[src/ect_defs.vh]
`ifndef ECT_DEFS_VH
`define ECT_DEFS_VH

// core clock rate in MHz
`define ECT_CLK_MHZ            100

// self-timed cycle limits, in their own units
`define ECT_WRITE_TIME_MS      6
`define ECT_BLOCK_ERASE_MS     10
`define ECT_FULL_ERASE_MS      100
`define ECT_WAKE_DELAY_US      100
`define ECT_SLEEP_DELAY_US     100

// times convert without rounding: exact integer products here
`define ECT_MS_TO_CYC(t)       ((t) * 1000 * `ECT_CLK_MHZ)
`define ECT_US_TO_CYC(t)       ((t) * `ECT_CLK_MHZ)

// width of the cycle timer (holds 10,000,000)
`define ECT_TMR_W              24

// kind of action armed by the decoder for the next select rise
`define ECT_KIND_W             3
`define ECT_KIND_NONE          3'h0
`define ECT_KIND_WRITE         3'h1
`define ECT_KIND_PAGE_ERASE    3'h2
`define ECT_KIND_BLOCK_ERASE   3'h3
`define ECT_KIND_FULL_ERASE    3'h4
`define ECT_KIND_SLEEP         3'h5
`define ECT_KIND_WAKE          3'h6

// power/cycle state codes
`define ECT_ST_W               3
`define ECT_ST_IDLE            3'h0
`define ECT_ST_PROG            3'h1
`define ECT_ST_SLEEP           3'h2
`define ECT_ST_DEEP            3'h3
`define ECT_ST_WAKE            3'h4

// serial byte width and bit counter width
`define ECT_BYTE_W             8
`define ECT_BIT_W              3

// synchronised pin indices
`define ECT_PIN_N              4
`define ECT_PIN_SEL            0
`define ECT_PIN_SCLK           1
`define ECT_PIN_SDI            2
`define ECT_PIN_PAUSE          3

// reset values
`define ECT_RST_TMR            24'h00_0000
`define ECT_RST_BYTE           8'h00

`endif

[src/ect_cycle_timer.v]
`timescale 1ns/1ns
`include "ect_defs.vh"

// down counter: done pulses load_val-1 cycles after the load edge, so a state that
// is left on done lasts exactly load_val cycles, never one more than the limit
module ect_cycle_timer
(
    // clock and reset
    input  wire                    core_clk,
    input  wire                    sys_rst,
    // control
    input  wire                    load,
    input  wire [`ECT_TMR_W-1:0]   load_val,
    // status
    output reg                     running,
    output reg                     done
);

    reg [`ECT_TMR_W-1:0] count_reg;   // remaining cycles

    // a load always restarts; a length of zero or one finishes at once
    always @(posedge core_clk or posedge sys_rst)
    begin
        if (sys_rst)
        begin
            count_reg <= `ECT_RST_TMR;
            running   <= 1'b0;
            done      <= 1'b0;
        end
        else if (load)
        begin
            if (load_val <= {{(`ECT_TMR_W-1){1'b0}}, 1'b1})
            begin
                // shortest cycle: done on the very next edge
                count_reg <= `ECT_RST_TMR;
                running   <= 1'b0;
                done      <= 1'b1;
            end
            else
            begin
                // the user's state register adds the last cycle
                count_reg <= load_val - {{(`ECT_TMR_W-1){1'b0}}, 1'b1};
                running   <= 1'b1;
                done      <= 1'b0;
            end
        end
        else if (running)
        begin
            // last cycle of the busy period
            if (count_reg == {{(`ECT_TMR_W-1){1'b0}}, 1'b1})
            begin
                running <= 1'b0;
                done    <= 1'b1;
            end
            else
            begin
                done <= 1'b0;
            end
            count_reg <= count_reg - {{(`ECT_TMR_W-1){1'b0}}, 1'b1};
        end
        else
        begin
            done <= 1'b0;
        end
    end

endmodule // ect_cycle_timer

[src/ect_top.v]
// Summary of operation
// - selected and accepting only while select low
// - select high deselects, enters standby
// - launched programming cycle always runs to completion
// - standby deferred until running cycle finishes
// - serial output released whenever deselected
// - write cycle starts on select rising edge
// - no sequence accepted before first select low
// - output bits change after serial clock falls
// - write or page erase within 6 ms
// - full erase within 100 ms
// - block erase within 10 ms
// - wake reaches standby within 100 us
// - sleep entered within 100 us
// - serial input sampled on clock rise
// - bytes travel most significant bit first
// - pause floats output, release drives again
`timescale 1ns/1ns
`include "ect_defs.vh"

module ect_top
#(
    parameter [`ECT_TMR_W-1:0] WRITE_CYC = `ECT_MS_TO_CYC(`ECT_WRITE_TIME_MS),
    parameter [`ECT_TMR_W-1:0] BLOCK_CYC = `ECT_MS_TO_CYC(`ECT_BLOCK_ERASE_MS),
    parameter [`ECT_TMR_W-1:0] FULL_CYC  = `ECT_MS_TO_CYC(`ECT_FULL_ERASE_MS),
    parameter [`ECT_TMR_W-1:0] WAKE_CYC  = `ECT_US_TO_CYC(`ECT_WAKE_DELAY_US),
    parameter [`ECT_TMR_W-1:0] SLEEP_CYC = `ECT_US_TO_CYC(`ECT_SLEEP_DELAY_US)
)
(
    // clock and reset
    input  wire                    core_clk,
    input  wire                    sys_rst,
    // serial pins from the host
    input  wire                    select_n,
    input  wire                    sclk,
    input  wire                    sdi,
    input  wire                    pause_n,
    // serial output pin
    output reg                     sdo,
    output reg                     sdo_oe,
    // decoder side: received bytes
    output reg  [`ECT_BYTE_W-1:0]  rx_byte,
    output reg                     rx_valid,
    // decoder side: read data to shift out
    input  wire [`ECT_BYTE_W-1:0]  tx_byte,
    input  wire                    tx_load,
    // decoder side: action armed for the next select rise
    input  wire [`ECT_KIND_W-1:0]  arm_kind,
    // status
    output reg                     selected,
    output reg                     busy,
    output reg                     standby,
    output reg                     deep_pd,
    output reg                     cycle_done
);

    // state codes
    localparam [`ECT_ST_W-1:0] ST_IDLE  = `ECT_ST_IDLE;
    localparam [`ECT_ST_W-1:0] ST_PROG  = `ECT_ST_PROG;
    localparam [`ECT_ST_W-1:0] ST_SLEEP = `ECT_ST_SLEEP;
    localparam [`ECT_ST_W-1:0] ST_DEEP  = `ECT_ST_DEEP;
    localparam [`ECT_ST_W-1:0] ST_WAKE  = `ECT_ST_WAKE;

    // busy length for each programming kind; zero for kinds that do not program
    function [`ECT_TMR_W-1:0] prog_len;
        input [`ECT_KIND_W-1:0] kind;
        begin
            case (kind)
                `ECT_KIND_WRITE:       prog_len = WRITE_CYC;
                `ECT_KIND_PAGE_ERASE:  prog_len = WRITE_CYC;
                `ECT_KIND_BLOCK_ERASE: prog_len = BLOCK_CYC;
                `ECT_KIND_FULL_ERASE:  prog_len = FULL_CYC;
                default:               prog_len = `ECT_RST_TMR;
            endcase
        end
    endfunction

    // pin synchronisers: first stage read only by second stage
    reg [`ECT_PIN_N-1:0] pin_s1_reg;      // first stage
    reg [`ECT_PIN_N-1:0] pin_s2_reg;      // second stage, safe to use
    reg [`ECT_PIN_N-1:0] pin_d_reg;       // delayed copy for edge detection
    wire [`ECT_PIN_N-1:0] pin_raw;        // raw pin bundle

    assign pin_raw[`ECT_PIN_SEL]   = select_n;
    assign pin_raw[`ECT_PIN_SCLK]  = sclk;
    assign pin_raw[`ECT_PIN_SDI]   = sdi;
    assign pin_raw[`ECT_PIN_PAUSE] = pause_n;

    // idle pin levels: select high, clock low, data low, pause released
    genvar gi;
    generate
        for (gi = 0; gi < `ECT_PIN_N; gi = gi + 1)
        begin : g_sync
            localparam IDLE_HI = (gi == `ECT_PIN_SEL) || (gi == `ECT_PIN_PAUSE);
            always @(posedge core_clk or posedge sys_rst)
            begin
                if (sys_rst)
                begin
                    pin_s1_reg[gi] <= IDLE_HI ? 1'b1 : 1'b0;
                    pin_s2_reg[gi] <= IDLE_HI ? 1'b1 : 1'b0;
                    pin_d_reg[gi]  <= IDLE_HI ? 1'b1 : 1'b0;
                end
                else
                begin
                    pin_s1_reg[gi] <= pin_raw[gi];
                    pin_s2_reg[gi] <= pin_s1_reg[gi];
                    pin_d_reg[gi]  <= pin_s2_reg[gi];
                end
            end
        end
    endgenerate

    // clean levels and edges
    wire sel_low   = ~pin_s2_reg[`ECT_PIN_SEL];
    wire sel_rise  =  pin_s2_reg[`ECT_PIN_SEL] & ~pin_d_reg[`ECT_PIN_SEL];
    wire sclk_rise =  pin_s2_reg[`ECT_PIN_SCLK] & ~pin_d_reg[`ECT_PIN_SCLK];
    wire sclk_fall = ~pin_s2_reg[`ECT_PIN_SCLK] &  pin_d_reg[`ECT_PIN_SCLK];
    wire sdi_lvl   =  pin_s2_reg[`ECT_PIN_SDI];
    wire sclk_lvl  =  pin_s2_reg[`ECT_PIN_SCLK];
    wire pause_lvl = ~pin_s2_reg[`ECT_PIN_PAUSE];

    // internal state
    reg                     seen_low_reg;    // select seen low since reset
    reg                     paused_reg;      // pause in force for clocking
    reg [`ECT_ST_W-1:0]     state_reg;       // power and cycle state
    reg [`ECT_ST_W-1:0]     state_next;
    reg [`ECT_BYTE_W-1:0]   rx_sh_reg;       // incoming shift register
    reg [`ECT_BIT_W-1:0]    rx_cnt_reg;      // bits taken in this byte
    reg [`ECT_BYTE_W-1:0]   tx_sh_reg;       // outgoing shift register
    reg                     tx_act_reg;      // read data is being driven
    reg                     tmr_load;        // start the cycle timer
    reg [`ECT_TMR_W-1:0]    tmr_val;         // length for the timer
    wire                    tmr_done;        // timer finished

    // select gates everything; before the first low nothing is accepted
    wire active = sel_low & seen_low_reg;

    // shifting stops while paused
    wire shift_ok = active & ~paused_reg;

    // remember first low level on select after reset
    always @(posedge core_clk or posedge sys_rst)
    begin
        if (sys_rst)
        begin
            seen_low_reg <= 1'b0;
        end
        else if (sel_low)
        begin
            seen_low_reg <= 1'b1;
        end
    end

    // pause only takes hold or lets go while the clock is low, as the host must arrange
    always @(posedge core_clk or posedge sys_rst)
    begin
        if (sys_rst)
        begin
            paused_reg <= 1'b0;
        end
        else if (!active)
        begin
            paused_reg <= 1'b0;
        end
        else if (!sclk_lvl || sclk_fall)
        begin
            paused_reg <= pause_lvl;
        end
    end

    // receive path: sample on clock rise, first bit lands in the top bit
    always @(posedge core_clk or posedge sys_rst)
    begin
        if (sys_rst)
        begin
            rx_sh_reg  <= `ECT_RST_BYTE;
            rx_cnt_reg <= {`ECT_BIT_W{1'b0}};
            rx_byte    <= `ECT_RST_BYTE;
            rx_valid   <= 1'b0;
        end
        else if (!active)
        begin
            // a deselect abandons any partial byte
            rx_cnt_reg <= {`ECT_BIT_W{1'b0}};
            rx_valid   <= 1'b0;
        end
        else if (shift_ok && sclk_rise)
        begin
            rx_sh_reg  <= {rx_sh_reg[`ECT_BYTE_W-2:0], sdi_lvl};
            rx_cnt_reg <= rx_cnt_reg + {{(`ECT_BIT_W-1){1'b0}}, 1'b1};
            if (rx_cnt_reg == {`ECT_BIT_W{1'b1}})
            begin
                rx_byte  <= {rx_sh_reg[`ECT_BYTE_W-2:0], sdi_lvl};
                rx_valid <= 1'b1;
            end
            else
            begin
                rx_valid <= 1'b0;
            end
        end
        else
        begin
            rx_valid <= 1'b0;
        end
    end

    // transmit path: load a byte, then move one bit after each clock fall
    always @(posedge core_clk or posedge sys_rst)
    begin
        if (sys_rst)
        begin
            tx_sh_reg  <= `ECT_RST_BYTE;
            tx_act_reg <= 1'b0;
            sdo        <= 1'b0;
        end
        else if (!active)
        begin
            tx_act_reg <= 1'b0;
        end
        else if (tx_load)
        begin
            tx_sh_reg  <= tx_byte;
            tx_act_reg <= 1'b1;
        end
        else if (shift_ok && sclk_fall && tx_act_reg)
        begin
            sdo       <= tx_sh_reg[`ECT_BYTE_W-1];
            tx_sh_reg <= {tx_sh_reg[`ECT_BYTE_W-2:0], 1'b0};
        end
    end

    // output enable follows select and the synchronised pause level, not the clock
    always @(posedge core_clk or posedge sys_rst)
    begin
        if (sys_rst)
        begin
            sdo_oe <= 1'b0;
        end
        else
        begin
            sdo_oe <= active & tx_act_reg & ~pause_lvl;
        end
    end

    // next state; programming ignores select until the timer ends
    always @*
    begin
        state_next = state_reg;
        tmr_load   = 1'b0;
        tmr_val    = `ECT_RST_TMR;
        case (state_reg)
            ST_IDLE:
            begin
                if (sel_rise && seen_low_reg)
                begin
                    if (prog_len(arm_kind) != `ECT_RST_TMR)
                    begin
                        // launch on the rising select edge
                        state_next = ST_PROG;
                        tmr_load   = 1'b1;
                        tmr_val    = prog_len(arm_kind);
                    end
                    else if (arm_kind == `ECT_KIND_SLEEP)
                    begin
                        state_next = ST_SLEEP;
                        tmr_load   = 1'b1;
                        tmr_val    = SLEEP_CYC;
                    end
                end
            end
            ST_PROG:
            begin
                if (tmr_done)
                begin
                    state_next = ST_IDLE;
                end
            end
            ST_SLEEP:
            begin
                if (tmr_done)
                begin
                    state_next = ST_DEEP;
                end
            end
            ST_DEEP:
            begin
                // only a wake sequence leaves deep power-down
                if (sel_rise && arm_kind == `ECT_KIND_WAKE)
                begin
                    state_next = ST_WAKE;
                    tmr_load   = 1'b1;
                    tmr_val    = WAKE_CYC;
                end
            end
            ST_WAKE:
            begin
                if (tmr_done)
                begin
                    state_next = ST_IDLE;
                end
            end
            default:
            begin
                state_next = ST_IDLE;
            end
        endcase
    end

    // state register and registered status outputs
    always @(posedge core_clk or posedge sys_rst)
    begin
        if (sys_rst)
        begin
            state_reg  <= ST_IDLE;
            selected   <= 1'b0;
            busy       <= 1'b0;
            standby    <= 1'b1;
            deep_pd    <= 1'b0;
            cycle_done <= 1'b0;
        end
        else
        begin
            state_reg  <= state_next;
            selected   <= active;
            busy       <= (state_next == ST_PROG);
            // standby waits for the cycle to end, then follows at once
            standby    <= ~active & (state_next == ST_IDLE);
            deep_pd    <= (state_next == ST_DEEP);
            cycle_done <= (state_reg == ST_PROG) & tmr_done;
        end
    end

    // one shared timer: the states that use it never overlap
    ect_cycle_timer u_timer
    (
        .core_clk (core_clk),
        .sys_rst  (sys_rst),
        .load     (tmr_load),
        .load_val (tmr_val),
        .running  (),
        .done     (tmr_done)
    );

endmodule // ect_top

[config.mk]
export PLATFORM = sky130hd
export DESIGN_NAME = ect_top
export DESIGN_NICKNAME = d
export VERILOG_FILES = /design/src/ect_cycle_timer.v /design/src/ect_top.v
export VERILOG_INCLUDE_DIRS = /design/src /design/src/src
export SDC_FILE = /design/constraint.sdc
export NUM_CORES = 1
export LEC_CHECK = 0
export BUFFER_PORTS_ARGS = -buffer_cell sky130_fd_sc_hd__buf_2
export CAP_MARGIN = 5
export CORE_UTILIZATION = 45
export CTS_CLUSTER_SIZE = 25
export DETAILED_ROUTE_END_ITERATION = 7
export MAX_ROUTING_LAYER = met4
export SETUP_SLACK_MARGIN = 0.5
export SYNTH_ARGS = -nofsm -noshare
export SYNTH_HDL_FRONTEND = slang
export SYNTH_SLANG_ARGS = --single-unit
[constraint.sdc]
create_clock -name core_clk -period 2.8 [get_ports core_clk]
set_input_delay 0 -clock core_clk [delete_from_list [all_inputs] [get_ports core_clk]]
set_output_delay 0 -clock core_clk [all_outputs]
set_load 0.02 [all_outputs]
==> summary.txt <==
Final layout
  – Final instance area: between 0.004 and 0.005 sq mm
  – Area grow syn2layout: 19.4%
  – Layout cells sized above 1: 22.1%
  – Non-filler cells, final: roughly 510
  – Largest register FFs: 24
  – Final-stage net count: 422
  – Antenna Cells: 0

Critical path
  – Crit path DAT: about 2.4 ns
  – Setup CP Type: flop to flop
  – CP startpoint kind: flop
  – Flop-to-flop setup slack: 0.70 ns
  – Crit end category: flop
  – Worst r2r dst: u_timer.count_reg[7]
  – FF-to-FF Start: state_reg[1]
  – CP required: roughly 3.1 ns
  – Critical Path Fanout Max: 7
  – Reg2reg path depth: 6

Clocking
  – Root Buffer: clkbuf_8
  – Clock sinks: 76
  – CTS buffer count: 9
  – Clock-pin slew on the worst setup and hold paths: 0.08 ns
  – Max clock buf depth: 2
  – Skew-Pair Late Insertion Delay: 0.34 ns
  – CTS tree: yes
  – CTS H-tree lvls: 3

STA
  – Slew Limit Fails: 0
  – Final setup vio count: 0
  – Clk_skew: 0.00776 ns
  – Fin crit share: 74.9%
  – Slew headroom: 63.4%
  – Crit path time final: 2.10 ns
  – Highest clock rate: 477 MHz
  – Slew @ Worst Pin: 0.544 ns
  – Hold Fails Final Rpt: 0
  – Total negative slack: 0 ns
  – RSZ-0062 raised after global routing: false

Min path
  – Hold path startpoint: tx_load
  – Worst Hold End: tx_act_reg
  – Hold depth: 3
  – Hold WC Path Type: primary input to flop

Routing
  – Drt drc: 0
  – DR WL met3: 254 microns
  – DRT Pass-1 Iters: 4
  – Initial DRC Count: 97
  – WL final: 7100 microns
  – Routed wl met2: ~3300 microns
  – Post-route ant nets: 0
  – Metal-1 WL: roughly 3400 microns
  – Highest metal used: met4
  – Wirelength per Cell: approximately 14 microns
  – Vias: 2688
  – Detailed-route vias per instance: 5.32

Yosys
  – Largest area contributor in the netlist: dfrtp_1
  – Netlist cell types: 51
  – Mean Syn Cell Area: 10.3 sq um
  – Dominant synthesized flop cell: dfrtp_1
  – Share of the synthesized area in the top cell type: between 40% and 50%
  – Top post-synthesis cells by area: dfrtp_1 (49%), nand2_1 (6.1%), dfstp_2 (4.4%)
  – Post-synth EDFFs: 0
  – Cell area after synthesis: 0.00355 sq mm
  – Warnings from Yosys: 0
  – Count leader, synth: dfrtp_1
  – Post-synth top cells: dfrtp_1 (70), nand2_1 (58), nor2_1 (28)
  – Sequential fraction of the synthesis area: 53.7%
  – Synthesized instance count: ~340
  – Number of synthesized register bits: between 70 and 80
  – Syn Nets: roughly 370
  – Asr flop ratio synth: 100%

Die
  – Core Rows: 32
  – DIE WIDTH: a little over 90 microns
  – Vert. Die Dim: 90.9 microns
  – Initial Utilization: between 40 and 50%
  – Ports: 34
  – Area of the die: 0.00826 sq mm
  – Core ar.: between 0.007 and 0.008 sq mm

Flow run
  – Max Cap Violations: 0

GRT
  – Largest net degree at the start of global routing: 57
  – First-pass GRT wire length: 12600 microns
  – Total GRT Usage: about a fifth
  – GRT overflow: 0
  – Initial antenna violation count: 0
  – Number of global-route vias before repair: around 2.6k

Pwr
  – Maximum vdd drop: 0.347 mV
  – PwrDens: between 700 and 800 mW/mm^2
  – P_leak: slightly above 0.002 uW

Placement
  – Post-Place Cells: 473
  – Hpwl dp: 4790 microns
  – Placed Area: 0.00386 sq mm
  – Gpl congestion: 0.871
  – # port buffers: 33

Outcome
  – Outcome: complete, no violations
-- power by group --
group	internal, uW	total (uW)	switching, uW	leakage, uW
clock	498	894	396	0.000105
sequential	1330	1570	247	0.000945
combinational	372	832	459	0.000976
total	2200	3300	1100	0.00203
-- cell families after synthesis --
kind of cell / after synthesis / synth area share, %
AND/OR/NAND/NOR: 153 / 23.7
buffers and inverters: 21 / 2.29
multiplexers: 16 / 4.82
XOR/XNOR: 15 / 3.70
flip-flops: 76 / 53.7
adder cells (fa/ha/maj): 5 / 1.76
AO/OA/AOI/OAI: 58 / 10.1
-- per-stage QoR --
step,utilization (%),setup slack [ns],hold slack (ns),total power (uW)
floorplan,-,0.589,0.00448,2150
global placement,50.3,0.701,0.0309,2370
detailed placement,50.3,0.626,0.0329,2390
CTS,54.9,0.593,0.0465,3310
global route,55.2,0.563,0.0948,3520
finish,55.2,0.703,0.0666,3300
-- timing repair --
item | CTS | global route
hold buffers | 14 | 0
buffers inserted | 0 | 3
gates resized for setup | 0 | 1
endpoints found under the hold margin | 33 | 0
setup endpoints to repair | 0 | 13
-- metal layers --
metal,GRT usage (%),up-vias
li1,-,1321
met4,6.61,0
met5,-,-
met3,5.39,14
met2,30.4,54
met1,25.6,1299
-- layout make-up --
type	count	area, sq um
clock buffer	9	124
clock inverter	6	90.1
fill	697	3440
inverter	7	26.3
multi-input combinational	247	1570
sequential	76	1910
tap	102	128
timing repair buffer	58	400
-- how the worst max path moves through the flow --
| stage | from | end | slack (ns) | cells past startpoint |
|---|---|---|---|---|
| 2_1_floorplan | pin_s2_reg[0] | u_timer.count_reg[7] | 0.59 | 9 |
| 3_3_place_gp | u_timer.count_reg[4] | u_timer.count_reg[23] | 0.70 | 5 |
| 3_5_place_dp | pin_s2_reg[0] | u_timer.count_reg[17] | 0.63 | 6 |
| 4_1_cts | pin_s2_reg[0] | u_timer.count_reg[7] | 0.59 | 7 |
| 5_1_grt | u_timer.count_reg[10] | u_timer.count_reg[23] | 0.56 | 5 |
| 6_report | state_reg[1] | u_timer.count_reg[7] | 0.70 | 6 |
-- cells in the final DEF (no fill, tap or decap), types with 5 or more instances in the layout --
cell,count
xnor2_1,10
a21oi_1,18
nor2_1,28
mux2_2,9
buf_4,10
xor2_1,5
o21ai_0,18
ha_1,5
mux2i_1,7
clkbuf_8,9
nor4_1,5
dfstp_2,6
or3_1,5
nand3_1,7
dlygate4sd3_1,14
buf_2,33
nand4_1,5
and3_1,5
nand2_1,58
nor3_1,8
inv_1,6
dfrtp_1,70
-- worst max-delay path, cell delays in order, from the launching register on --
cell     delay (ns)
dfrtp_1        0.48
nor4b_4        0.46
nand2_1        0.16
or3_1          0.39
ha_1           0.22
xor2_1         0.16
a21oi_1        0.16
No activity file was read; power rests on OpenSTA's default activity.
